--- src/wdog_cfg.svh ---
// Constants of the watchdog block: register map, fields, reset values, timing.
// Assumes a 100 MHz system clock and a 16-bit AXI4-Lite byte address.
// Behaviour
// - Counter ticks from its own free-running oscillator, independent of the main clock; here u_rcOsc divides sys_clk instead.
// - Counting continues while the core sleeps, so time-outs still happen.
// - Time-out while running raises a full device reset pulse.
// - Time-out while sleeping wakes the device instead of resetting it.
// - Every time-out clears the active-low timeout flag.
// - Enable fuse at zero keeps the watchdog disabled for good.
// - One postscaler shared with the timer zero path, set by option control.
// - Clear and sleep instructions restart counter and postscaler when assigned to watchdog.
// - Clear instruction zeroes the postscaler count when assigned to watchdog, but keeps its assignment bit.
`ifndef WDOG_CFG_SVH
`define WDOG_CFG_SVH

// Register indices as printed; byte address is four times the index
`define WDOG_IDX_OPTION 16'h0081
`define WDOG_IDX_CFGWORD 16'h2007
`define WDOG_ADDR_OPTION 16'h0204
`define WDOG_ADDR_CFGWORD 16'h801C

// Block-local registers
`define WDOG_ADDR_CTRL 16'h0000
`define WDOG_ADDR_STATUS 16'h0004
`define WDOG_ADDR_INT_STAT 16'h0008
`define WDOG_ADDR_INT_EN 16'h000C
`define WDOG_ADDR_INT_CLR 16'h0010

// Field positions
`define WDOG_OPT_ASSIGN_BIT 3
`define WDOG_OPT_RATIO_MSB 2
`define WDOG_OPT_RATIO_LSB 0
`define WDOG_CFG_FUSE_BIT 2
`define WDOG_CTRL_CLEAR_BIT 0
`define WDOG_CTRL_SLEEP_BIT 1
`define WDOG_INT_RESET_BIT 0
`define WDOG_INT_WAKE_BIT 1

// Reset values
`define WDOG_OPTION_RST 8'hFF
`define WDOG_CFG_RST 8'hFF

// AXI responses
`define WDOG_RESP_OKAY 2'h0
`define WDOG_RESP_SLVERR 2'h2

// Timing: oscillator period and its cycle count at the system rate
`define WDOG_SYS_PERIOD_NS 10
`define WDOG_RC_PERIOD_NS 1000
`define WDOG_RC_DIV_CYC ((`WDOG_RC_PERIOD_NS + `WDOG_SYS_PERIOD_NS - 1) / `WDOG_SYS_PERIOD_NS)

`endif

--- src/wdog_pkg.sv ---
// Types shared by the watchdog block.
// Assumes nothing beyond a SystemVerilog compiler.
`default_nettype none
package wdog_pkg;
    typedef enum logic {
        WDOG_RUN,
        WDOG_SLEEP
    } wdog_pwr_t;
endpackage : wdog_pkg
`default_nettype wire

--- src/wdog_divcnt.sv ---
// Wrapping up-counter with synchronous clear and a run-time terminal value.
// Assumes inc and clr are synchronous to sys_clk; clr wins over inc.
`default_nettype none
module wdog_divcnt #(
    parameter int W = 8
) (
    input wire logic sys_clk,
    input wire logic rstn,
    input wire logic clr,
    input wire logic inc,
    input wire logic [W-1:0] lim,
    output logic wrap
);
    logic [W-1:0] cnt_q;

    assign wrap = inc && !clr && (cnt_q >= lim);

    always_ff @(posedge sys_clk or negedge rstn) begin
        if (!rstn) begin
            cnt_q <= '0;
        end else if (clr) begin
            cnt_q <= '0;
        end else if (inc) begin
            cnt_q <= (cnt_q >= lim) ? '0 : W'(cnt_q + 1'b1);
        end
    end
endmodule : wdog_divcnt
`default_nettype wire

--- src/wdog_top.sv ---
// Watchdog with shared postscaler, AXI4-Lite register slave and interrupt.
// Assumes instruction strobes are one-cycle pulses synchronous to sys_clk.
//
// Local design decision: the AXI4-Lite interface to the registers.
`default_nettype none
`include "wdog_cfg.svh"
module wdog_top
    import wdog_pkg::*;
#(
    parameter int RcDivCyc = `WDOG_RC_DIV_CYC,
    parameter int BaseW = 8,
    parameter int AddrW = 16
) (
    input wire logic sys_clk,
    input wire logic rstn,
    input wire logic clearInstrIn,
    input wire logic sleepInstrIn,
    input wire logic wakeOtherIn,
    input wire logic timer0ClkTickIn,
    input wire logic [7:0] cfgWordIn,
    input wire logic [AddrW-1:0] s_axi_awaddr,
    input wire logic s_axi_awvalid,
    output logic s_axi_awready,
    input wire logic [31:0] s_axi_wdata,
    input wire logic [3:0] s_axi_wstrb,
    input wire logic s_axi_wvalid,
    output logic s_axi_wready,
    output logic [1:0] s_axi_bresp,
    output logic s_axi_bvalid,
    input wire logic s_axi_bready,
    input wire logic [AddrW-1:0] s_axi_araddr,
    input wire logic s_axi_arvalid,
    output logic s_axi_arready,
    output logic [31:0] s_axi_rdata,
    output logic [1:0] s_axi_rresp,
    output logic s_axi_rvalid,
    input wire logic s_axi_rready,
    output logic deviceResetOut,
    output logic wakeUpOut,
    output logic sleepModeOut,
    output logic timeoutFlagNOut,
    output logic timer0TickOut,
    output logic irqOut
);
    localparam int RcW = $clog2(RcDivCyc + 1);

    // Bus state
    logic awready_q;
    logic wready_q;
    logic bvalid_q;
    logic [1:0] bresp_q;
    logic arready_q;
    logic rvalid_q;
    logic [1:0] rresp_q;
    logic [31:0] rdata_q;
    logic awHave_q;
    logic wHave_q;
    logic [AddrW-1:0] awAddr_q;
    logic [7:0] wData_q;
    logic wLane_q;

    // Block state
    logic cfgLoaded_q;
    logic [7:0] cfgWord_q;
    logic [7:0] option_q;
    logic [7:0] optionPrev_q;
    wdog_pwr_t pwr_q;
    logic deviceReset_q;
    logic wakeUp_q;
    logic timeoutFlagN_q;
    logic timer0Tick_q;
    logic [1:0] intStat_q;
    logic [1:0] intEn_q;
    logic irq_q;

    logic doWr;
    logic wrLow;
    logic clrCmd;
    logic sleepCmd;
    logic restart;
    logic wdogOn;
    logic prescalerAssignSel;
    logic [2:0] prescaleRatio;
    logic [7:0] psLim;
    logic rcTick;
    logic baseWrap;
    logic psInc;
    logic psClr;
    logic psWrap;
    logic timeout;
    logic [1:0] intEvt;
    logic [31:0] rdMux;
    logic rdOk;
    logic wrOk;

    // Write path: address and data may arrive in either order
    always_ff @(posedge sys_clk or negedge rstn) begin
        if (!rstn) begin
            awready_q <= 1'b0;
            awHave_q <= 1'b0;
            awAddr_q <= '0;
        end else if (awready_q && s_axi_awvalid) begin
            awready_q <= 1'b0;
            awHave_q <= 1'b1;
            awAddr_q <= s_axi_awaddr;
        end else if (doWr) begin
            awHave_q <= 1'b0;
        end else if (!awHave_q && !bvalid_q) begin
            awready_q <= 1'b1;
        end
    end

    always_ff @(posedge sys_clk or negedge rstn) begin
        if (!rstn) begin
            wready_q <= 1'b0;
            wHave_q <= 1'b0;
            wData_q <= 8'h00;
            wLane_q <= 1'b0;
        end else if (wready_q && s_axi_wvalid) begin
            wready_q <= 1'b0;
            wHave_q <= 1'b1;
            wData_q <= s_axi_wdata[7:0];
            wLane_q <= s_axi_wstrb[0];
        end else if (doWr) begin
            wHave_q <= 1'b0;
        end else if (!wHave_q && !bvalid_q) begin
            wready_q <= 1'b1;
        end
    end

    assign doWr = awHave_q && wHave_q && !bvalid_q;
    // Registers are one byte wide; only lane 0 carries them
    assign wrLow = doWr && wLane_q;

    always_comb begin
        case (awAddr_q)
            `WDOG_ADDR_CTRL,
            `WDOG_ADDR_STATUS,
            `WDOG_ADDR_INT_STAT,
            `WDOG_ADDR_INT_EN,
            `WDOG_ADDR_INT_CLR,
            `WDOG_ADDR_OPTION,
            `WDOG_ADDR_CFGWORD: wrOk = 1'b1;
            default: wrOk = 1'b0;
        endcase
    end

    always_ff @(posedge sys_clk or negedge rstn) begin
        if (!rstn) begin
            bvalid_q <= 1'b0;
            bresp_q <= `WDOG_RESP_OKAY;
        end else if (doWr) begin
            bvalid_q <= 1'b1;
            bresp_q <= wrOk ? `WDOG_RESP_OKAY : `WDOG_RESP_SLVERR;
        end else if (bvalid_q && s_axi_bready) begin
            bvalid_q <= 1'b0;
        end
    end

    // Read path: one read in flight, answered the cycle after the address
    always_comb begin
        rdMux = 32'h0000_0000;
        rdOk = 1'b1;
        case (s_axi_araddr)
            `WDOG_ADDR_CTRL: rdMux = 32'h0000_0000;
            `WDOG_ADDR_STATUS: rdMux = {30'h0000_0000, pwr_q == WDOG_SLEEP, timeoutFlagN_q};
            `WDOG_ADDR_INT_STAT: rdMux = {30'h0000_0000, intStat_q};
            `WDOG_ADDR_INT_EN: rdMux = {30'h0000_0000, intEn_q};
            `WDOG_ADDR_INT_CLR: rdMux = 32'h0000_0000;
            `WDOG_ADDR_OPTION: rdMux = {24'h00_0000, option_q};
            `WDOG_ADDR_CFGWORD: rdMux = {24'h00_0000, cfgWord_q};
            default: rdOk = 1'b0;
        endcase
    end

    always_ff @(posedge sys_clk or negedge rstn) begin
        if (!rstn) begin
            arready_q <= 1'b0;
            rvalid_q <= 1'b0;
            rresp_q <= `WDOG_RESP_OKAY;
            rdata_q <= 32'h0000_0000;
        end else if (arready_q && s_axi_arvalid) begin
            arready_q <= 1'b0;
            rvalid_q <= 1'b1;
            rresp_q <= rdOk ? `WDOG_RESP_OKAY : `WDOG_RESP_SLVERR;
            rdata_q <= rdMux;
        end else if (rvalid_q && s_axi_rready) begin
            rvalid_q <= 1'b0;
        end else if (!rvalid_q) begin
            arready_q <= 1'b1;
        end
    end

    // Fuse word is a strap, caught once on the first edge after release
    always_ff @(posedge sys_clk or negedge rstn) begin
        if (!rstn) begin
            cfgLoaded_q <= 1'b0;
            cfgWord_q <= `WDOG_CFG_RST;
        end else if (!cfgLoaded_q) begin
            cfgLoaded_q <= 1'b1;
            cfgWord_q <= cfgWordIn;
        end
    end

    // No register can revive a watchdog whose fuse is zero
    assign wdogOn = cfgLoaded_q && cfgWord_q[`WDOG_CFG_FUSE_BIT];

    always_ff @(posedge sys_clk or negedge rstn) begin
        if (!rstn) begin
            option_q <= `WDOG_OPTION_RST;
            optionPrev_q <= `WDOG_OPTION_RST;
        end else begin
            optionPrev_q <= option_q;
            if (wrLow && awAddr_q == `WDOG_ADDR_OPTION) begin
                option_q <= wData_q;
            end
        end
    end

    assign prescalerAssignSel = option_q[`WDOG_OPT_ASSIGN_BIT];
    assign prescaleRatio = option_q[`WDOG_OPT_RATIO_MSB:`WDOG_OPT_RATIO_LSB];

    // Instruction strobes from the core or from the control register
    assign clrCmd = clearInstrIn
        || (wrLow && awAddr_q == `WDOG_ADDR_CTRL && wData_q[`WDOG_CTRL_CLEAR_BIT]);
    assign sleepCmd = sleepInstrIn
        || (wrLow && awAddr_q == `WDOG_ADDR_CTRL && wData_q[`WDOG_CTRL_SLEEP_BIT]);
    assign restart = clrCmd || sleepCmd;

    // Private time base: free-running and never gated by sleep
    wdog_divcnt #(
        .W(RcW)
    ) u_rcOsc (
        .sys_clk(sys_clk),
        .rstn(rstn),
        .clr(1'b0),
        .inc(1'b1),
        .lim(RcW'(RcDivCyc - 1)),
        .wrap(rcTick)
    );

    wdog_divcnt #(
        .W(BaseW)
    ) u_watchdogCounter (
        .sys_clk(sys_clk),
        .rstn(rstn),
        .clr(restart || !wdogOn),
        .inc(rcTick && wdogOn),
        .lim({BaseW{1'b1}}),
        .wrap(baseWrap)
    );

    // Assigned: 1:2^ratio on time-outs; else 1:2^(ratio+1) on timer zero ticks
    assign psLim = prescalerAssignSel
        ? 8'((9'h001 << prescaleRatio) - 9'h001)
        : 8'((9'h002 << prescaleRatio) - 9'h001);
    assign psInc = prescalerAssignSel ? baseWrap : timer0ClkTickIn;
    // Clearing only zeroes the count; the assignment bit is never touched here
    assign psClr = (restart && prescalerAssignSel)
        || (optionPrev_q[`WDOG_OPT_ASSIGN_BIT] != prescalerAssignSel);

    wdog_divcnt #(
        .W(8)
    ) u_postscaler (
        .sys_clk(sys_clk),
        .rstn(rstn),
        .clr(psClr),
        .inc(psInc),
        .lim(psLim),
        .wrap(psWrap)
    );

    // A restart in the same cycle cancels the pending time-out
    assign timeout = wdogOn && !restart
        && (prescalerAssignSel ? psWrap : baseWrap);

    always_ff @(posedge sys_clk or negedge rstn) begin
        if (!rstn) begin
            timer0Tick_q <= 1'b0;
        end else begin
            timer0Tick_q <= prescalerAssignSel ? timer0ClkTickIn : psWrap;
        end
    end

    // Power state
    always_ff @(posedge sys_clk or negedge rstn) begin
        if (!rstn) begin
            pwr_q <= WDOG_RUN;
        end else begin
            case (pwr_q)
                WDOG_RUN: begin
                    if (sleepCmd) begin
                        pwr_q <= WDOG_SLEEP;
                    end
                end
                WDOG_SLEEP: begin
                    if (timeout || wakeOtherIn) begin
                        pwr_q <= WDOG_RUN;
                    end
                end
                default: pwr_q <= WDOG_RUN;
            endcase
        end
    end

    always_ff @(posedge sys_clk or negedge rstn) begin
        if (!rstn) begin
            deviceReset_q <= 1'b0;
            wakeUp_q <= 1'b0;
        end else begin
            deviceReset_q <= timeout && pwr_q == WDOG_RUN;
            wakeUp_q <= timeout && pwr_q == WDOG_SLEEP;
        end
    end

    // Flag survives the reset it causes; the time-out wins over a set
    always_ff @(posedge sys_clk or negedge rstn) begin
        if (!rstn) begin
            timeoutFlagN_q <= 1'b1;
        end else if (timeout) begin
            timeoutFlagN_q <= 1'b0;
        end else if (restart) begin
            timeoutFlagN_q <= 1'b1;
        end
    end

    // Interrupt status: sticky, set beats clear
    assign intEvt = {timeout && pwr_q == WDOG_SLEEP, timeout && pwr_q == WDOG_RUN};

    always_ff @(posedge sys_clk or negedge rstn) begin
        if (!rstn) begin
            intStat_q <= 2'h0;
        end else if (wrLow && awAddr_q == `WDOG_ADDR_INT_CLR) begin
            intStat_q <= (intStat_q & ~wData_q[1:0]) | intEvt;
        end else begin
            intStat_q <= intStat_q | intEvt;
        end
    end

    always_ff @(posedge sys_clk or negedge rstn) begin
        if (!rstn) begin
            intEn_q <= 2'h0;
        end else if (wrLow && awAddr_q == `WDOG_ADDR_INT_EN) begin
            intEn_q <= wData_q[1:0];
        end
    end

    always_ff @(posedge sys_clk or negedge rstn) begin
        if (!rstn) begin
            irq_q <= 1'b0;
        end else begin
            irq_q <= |(intStat_q & intEn_q);
        end
    end

    assign s_axi_awready = awready_q;
    assign s_axi_wready = wready_q;
    assign s_axi_bvalid = bvalid_q;
    assign s_axi_bresp = bresp_q;
    assign s_axi_arready = arready_q;
    assign s_axi_rvalid = rvalid_q;
    assign s_axi_rresp = rresp_q;
    assign s_axi_rdata = rdata_q;
    assign deviceResetOut = deviceReset_q;
    assign wakeUpOut = wakeUp_q;
    assign sleepModeOut = (pwr_q == WDOG_SLEEP);
    assign timeoutFlagNOut = timeoutFlagN_q;
    assign timer0TickOut = timer0Tick_q;
    assign irqOut = irq_q;
endmodule : wdog_top
`default_nettype wire

--- config.mk ---
export PLATFORM = sky130hd
export DESIGN_NAME = wdog_top
export DESIGN_NICKNAME = d
export VERILOG_FILES = /design/src/wdog_pkg.sv /design/src/wdog_divcnt.sv /design/src/wdog_top.sv
export VERILOG_INCLUDE_DIRS = /design/src
export SDC_FILE = /design/constraint.sdc
export NUM_CORES = 1
export LEC_CHECK = 0
export ABC_AREA = 1
export BUFFER_PORTS_ARGS = -buffer_cell sky130_fd_sc_hd__buf_2
export CAP_MARGIN = 20
export CORE_UTILIZATION = 57
export CTS_CLUSTER_DIAMETER = 40
export DETAILED_ROUTE_END_ITERATION = 16
export GPL_TIMING_DRIVEN = 1
export PLACE_DENSITY_LB_ADDON = 0.25
export SYNTH_ARGS = -nofsm -noshare
export SYNTH_HDL_FRONTEND = slang
export SYNTH_SLANG_ARGS = --single-unit
--- constraint.sdc ---
create_clock -name sys_clk -period 8.5 [get_ports sys_clk]
set_input_delay 1.7 -clock sys_clk [delete_from_list [all_inputs] [get_ports sys_clk]]
set_output_delay 1.7 -clock sys_clk [all_outputs]
set_load 0.1 [all_outputs]
==> impl_metrics.json <==
{
  "outcome": "completed",
  "htree_levels": 3,
  "area_delta_synth_final_pct": 12.7,
  "crit_path_end_kind": "flip-flop",
  "setup_viol": 0,
  "syn-instance-count": 596,
  "grt_pass1_vias": 3831,
  "path_class": "reg2reg",
  "place_ws_ns": 5.15,
  "postPlaceCellArea_mm2": 0.00529,
  "synth_top_area_share_pct": 38.5,
  "cts_root_buffer": "clkbuf_8",
  "portBuffers": 80,
  "synth_cell_type_count": 38,
  "ant_nets": 0,
  "peakVddDrop_v": 0.000250,
  "num_vias": 4019,
  "yosysMostFrequentCell": "nand2_1",
  "cpPeakStageDelay_ns": 0.66,
  "syn-cell-area_mm2": 0.00488,
  "nets": 779,
  "combPwrFrac_pct": 34.7,
  "grt_use_met1_pct": 31.4,
  "dieArea_mm2": 0.00894,
  "reg2reg_setup_slack_ns": 5.07,
  "die_x_um": 94.5,
  "synth_flop_cell": "dfrtp_1",
  "cp_max_fo": 11,
  "hold_path.class": "reg2reg",
  "timing.rr.start": "option_q[3]",
  "p_sw_share_pct": 42.1,
  "synth-seq-cells": 93,
  "layout-drive-gt1-share_pct": 19.8,
  "cts_buffer_depth": 2,
  "path_clk_slew_ns": 0.09,
  "cts_resized": 0,
  "worst-path-buf-inv": 3,
  "synth_seq_area_share_pct": 48.1,
  "path_cells": "inv_1, ha_1, nand2_1, nand2_1, inv_1, nor2_1, nor2_1, nand2_1, nor3_2, nand2_1, nor2_1, xor2_1, ha_1, nand2_1, nor2_1, a211oi_1, nand3_1, inv_1, nand4_4, o22ai_1",
  "place_hpwl_mm": 7.35,
  "grt_max_degree": 69,
  "grt_pass1_wl_mm": 16.5,
  "avgSynthCellArea_um2": 8.19,
  "wl_per_cell_um": 12.7,
  "busiest_layer": "met2",
  "diodes": 0,
  "power.leakage_nw": 2.84,
  "fin_hold_ws_ns": 0.449,
  "met3_usage_pct": 2.74,
  "cap_viol_max_count": 0,
  "path_depth": 20,
  "clock_latency_ns": 0.37,
  "holdPathStages": 0,
  "tightest_slew_ns": 0.823,
  "grt_overflow": 0,
  "critPathArrivalTime_ns": 3.72,
  "internal_power_w": 0.000815,
  "ys_warn_count": 0,
  "route.detailed.drc": 0,
  "p_clk_share_pct": 23.3,
  "use_met2_pct": 39.6,
  "fin_crit_sh_pct": 40.4,
  "postCtsHoldBufs": 0,
  "r2r.worst_path.cells": 20,
  "cts_setup_buffers": 0,
  "core_mm2": 0.00826,
  "max_freq_mhz": 291,
  "hold_violations": 0,
  "antenna_found_initial": 0,
  "slew_headroom_pct": 45.1,
  "drt-initial-drc-count": 172,
  "post-route-util_pct": 66.6,
  "worstSetupStartpointType": "flip-flop",
  "setup_ws_ns": 5.07,
  "hp-start": "option_q[3]",
  "powerDensity_mw_per_mm2": 256,
  "num-fill-cells": 698,
  "tns_ns": 0,
  "holdPathEnd": "optionPrev_q[3]",
  "synth_async_sr_flop_share_pct": 100,
  "p_sw_w": 0.000592,
  "clock-sinks": 93,
  "synth_edf_count": 0,
  "tritoncts": "built",
  "synthTopCellsByArea": "dfrtp_1 (38%), nand2_1 (9.8%), dfstp_2 (9.7%), inv_1 (6.1%), nor2_1 (5.0%)",
  "final_cell_area_mm2": 0.00550,
  "p_seq_share_pct": 42.0,
  "start_util_pct": 59.1,
  "synth_common_cells": "nand2_1 (128), inv_1 (79), dfrtp_1 (75)",
  "rsz0062_at_grt": "no",
  "grtUsageTotal_pct": 23.8,
  "firstDrtPassIters": 4,
  "gp_congestion": 0.839,
  "cts_made_buffers": 9,
  "fin_skew_ns": 0.0105,
  "cpMaxStageDelayCell": "dfstp_2",
  "rows": 33,
  "routed_wl_mm": 9.97,
  "num_io_pins": 134,
  "crit_required_ns": 8.78,
  "die_h_um": 94.5,
  "critPathTopFamily": "simple AND/OR/NAND/NOR gates",
  "yosys.area.top_type": "dfrtp_1",
  "viasPerCell": 5.10,
  "min_period_ns": 3.43,
  "crit_top_cell": "nand2_1",
  "final_max_slew_viol_count": 0,
  "r2r_end": "u_postscaler.cnt_q[4]"
}
[cells in the final DEF (no fill, tap or decap), types with 6 or more instances in the layout]
master      n
nor2_1     65
xor2_1     14
o21ai_0    31
nand3b_1    6
dfrtp_1    75
conb_1     27
nand3_1    36
buf_2      79
clkbuf_8    9
inv_1      79
a21oi_1    26
nor3_1      9
nand4_1     7
nand2_2     6
ha_1       14
o22ai_1    14
dfstp_2    18
nand2_1   128
[cell type report]
| cell class | instances | area, um^2 | share of cell area, % |
|---|---|---|---|
| Inverter | 81 | 304 | 5.53 |
| Sequential cell | 93 | 2350 | 42.7 |
| Tap cell | 105 | 131 | 2.39 |
| Clock inverter | 6 | 87.6 | 1.59 |
| Clock buffer | 10 | 128 | 2.32 |
| Multi-Input combinational cell | 412 | 2090 | 38.0 |
| Timing Repair Buffer | 81 | 410 | 7.46 |
[logic make-up (layout without fill, tap and decap cells)]
family / after synthesis / after routing / synth area share [%]
multiplexers: 1 / 1 / 0.205
AO/OA/AOI/OAI: 81 / 81 / 9.02
flip-flops: 93 / 93 / 48.1
buffers and inverters: 116 / 178 / 10.9
XOR/XNOR: 16 / 16 / 2.87
adder cells (fa/ha/maj): 14 / 14 / 3.59
AND/OR/NAND/NOR: 273 / 273 / 25.1
other: 2 / 27 / 0.154
[layer usage]
layer	vias up	routed length, um	part of all wire (%)
li1	2025	-	-
met1	1877	4550	46
met2	102	4840	49
met3	15	407	4.1
met4	0	174	1.7
met5	-	0	0
[how the worst max path moves through the flow]
stage                          startpoint                    end  slack, ns
final                         option_q[3]  u_postscaler.cnt_q[4]       5.07
after global routing          option_q[3]           intStat_q[0]       4.67
after CTS                     option_q[3]  u_postscaler.cnt_q[4]       5.10
after detailed placement      option_q[3]           intStat_q[0]       5.15
after global placement    s_axi_araddr[1]         s_axi_rdata[1]       5.28
after floorplan               option_q[3]  u_postscaler.cnt_q[0]       5.60
[per-stage QoR]
step	std cells	power, W
CTS	788	0.00141
finish	788	0.00141
detailed placement	772	0.00109
floorplan	621	0.000994
global placement	772	0.00107
global route	788	0.00148
[state kept, by name, summed over array words and instances, names as in the netlist, 7 cells and up]
signal                   cells
awAddr_q                    16
cfgWord_q                    8
option_q                     8
s_axi_rdata                  8
u_postscaler.cnt_q           8
u_rcOsc.cnt_q                7
u_watchdogCounter.cnt_q      8
wData_q                      8
[power by group through the flow]
stage	sequential, W	combinational [W]	clock (W)
floorplan	0.000718	0.000277	0
global placement	0.000595	0.000475	0
detailed placement	0.000599	0.000489	0
CTS	0.000592	0.000490	0.000329
global route	0.000603	0.000536	0.000345
finish	0.000591	0.000488	0.000327
Power figures use the tool's default switching activity.
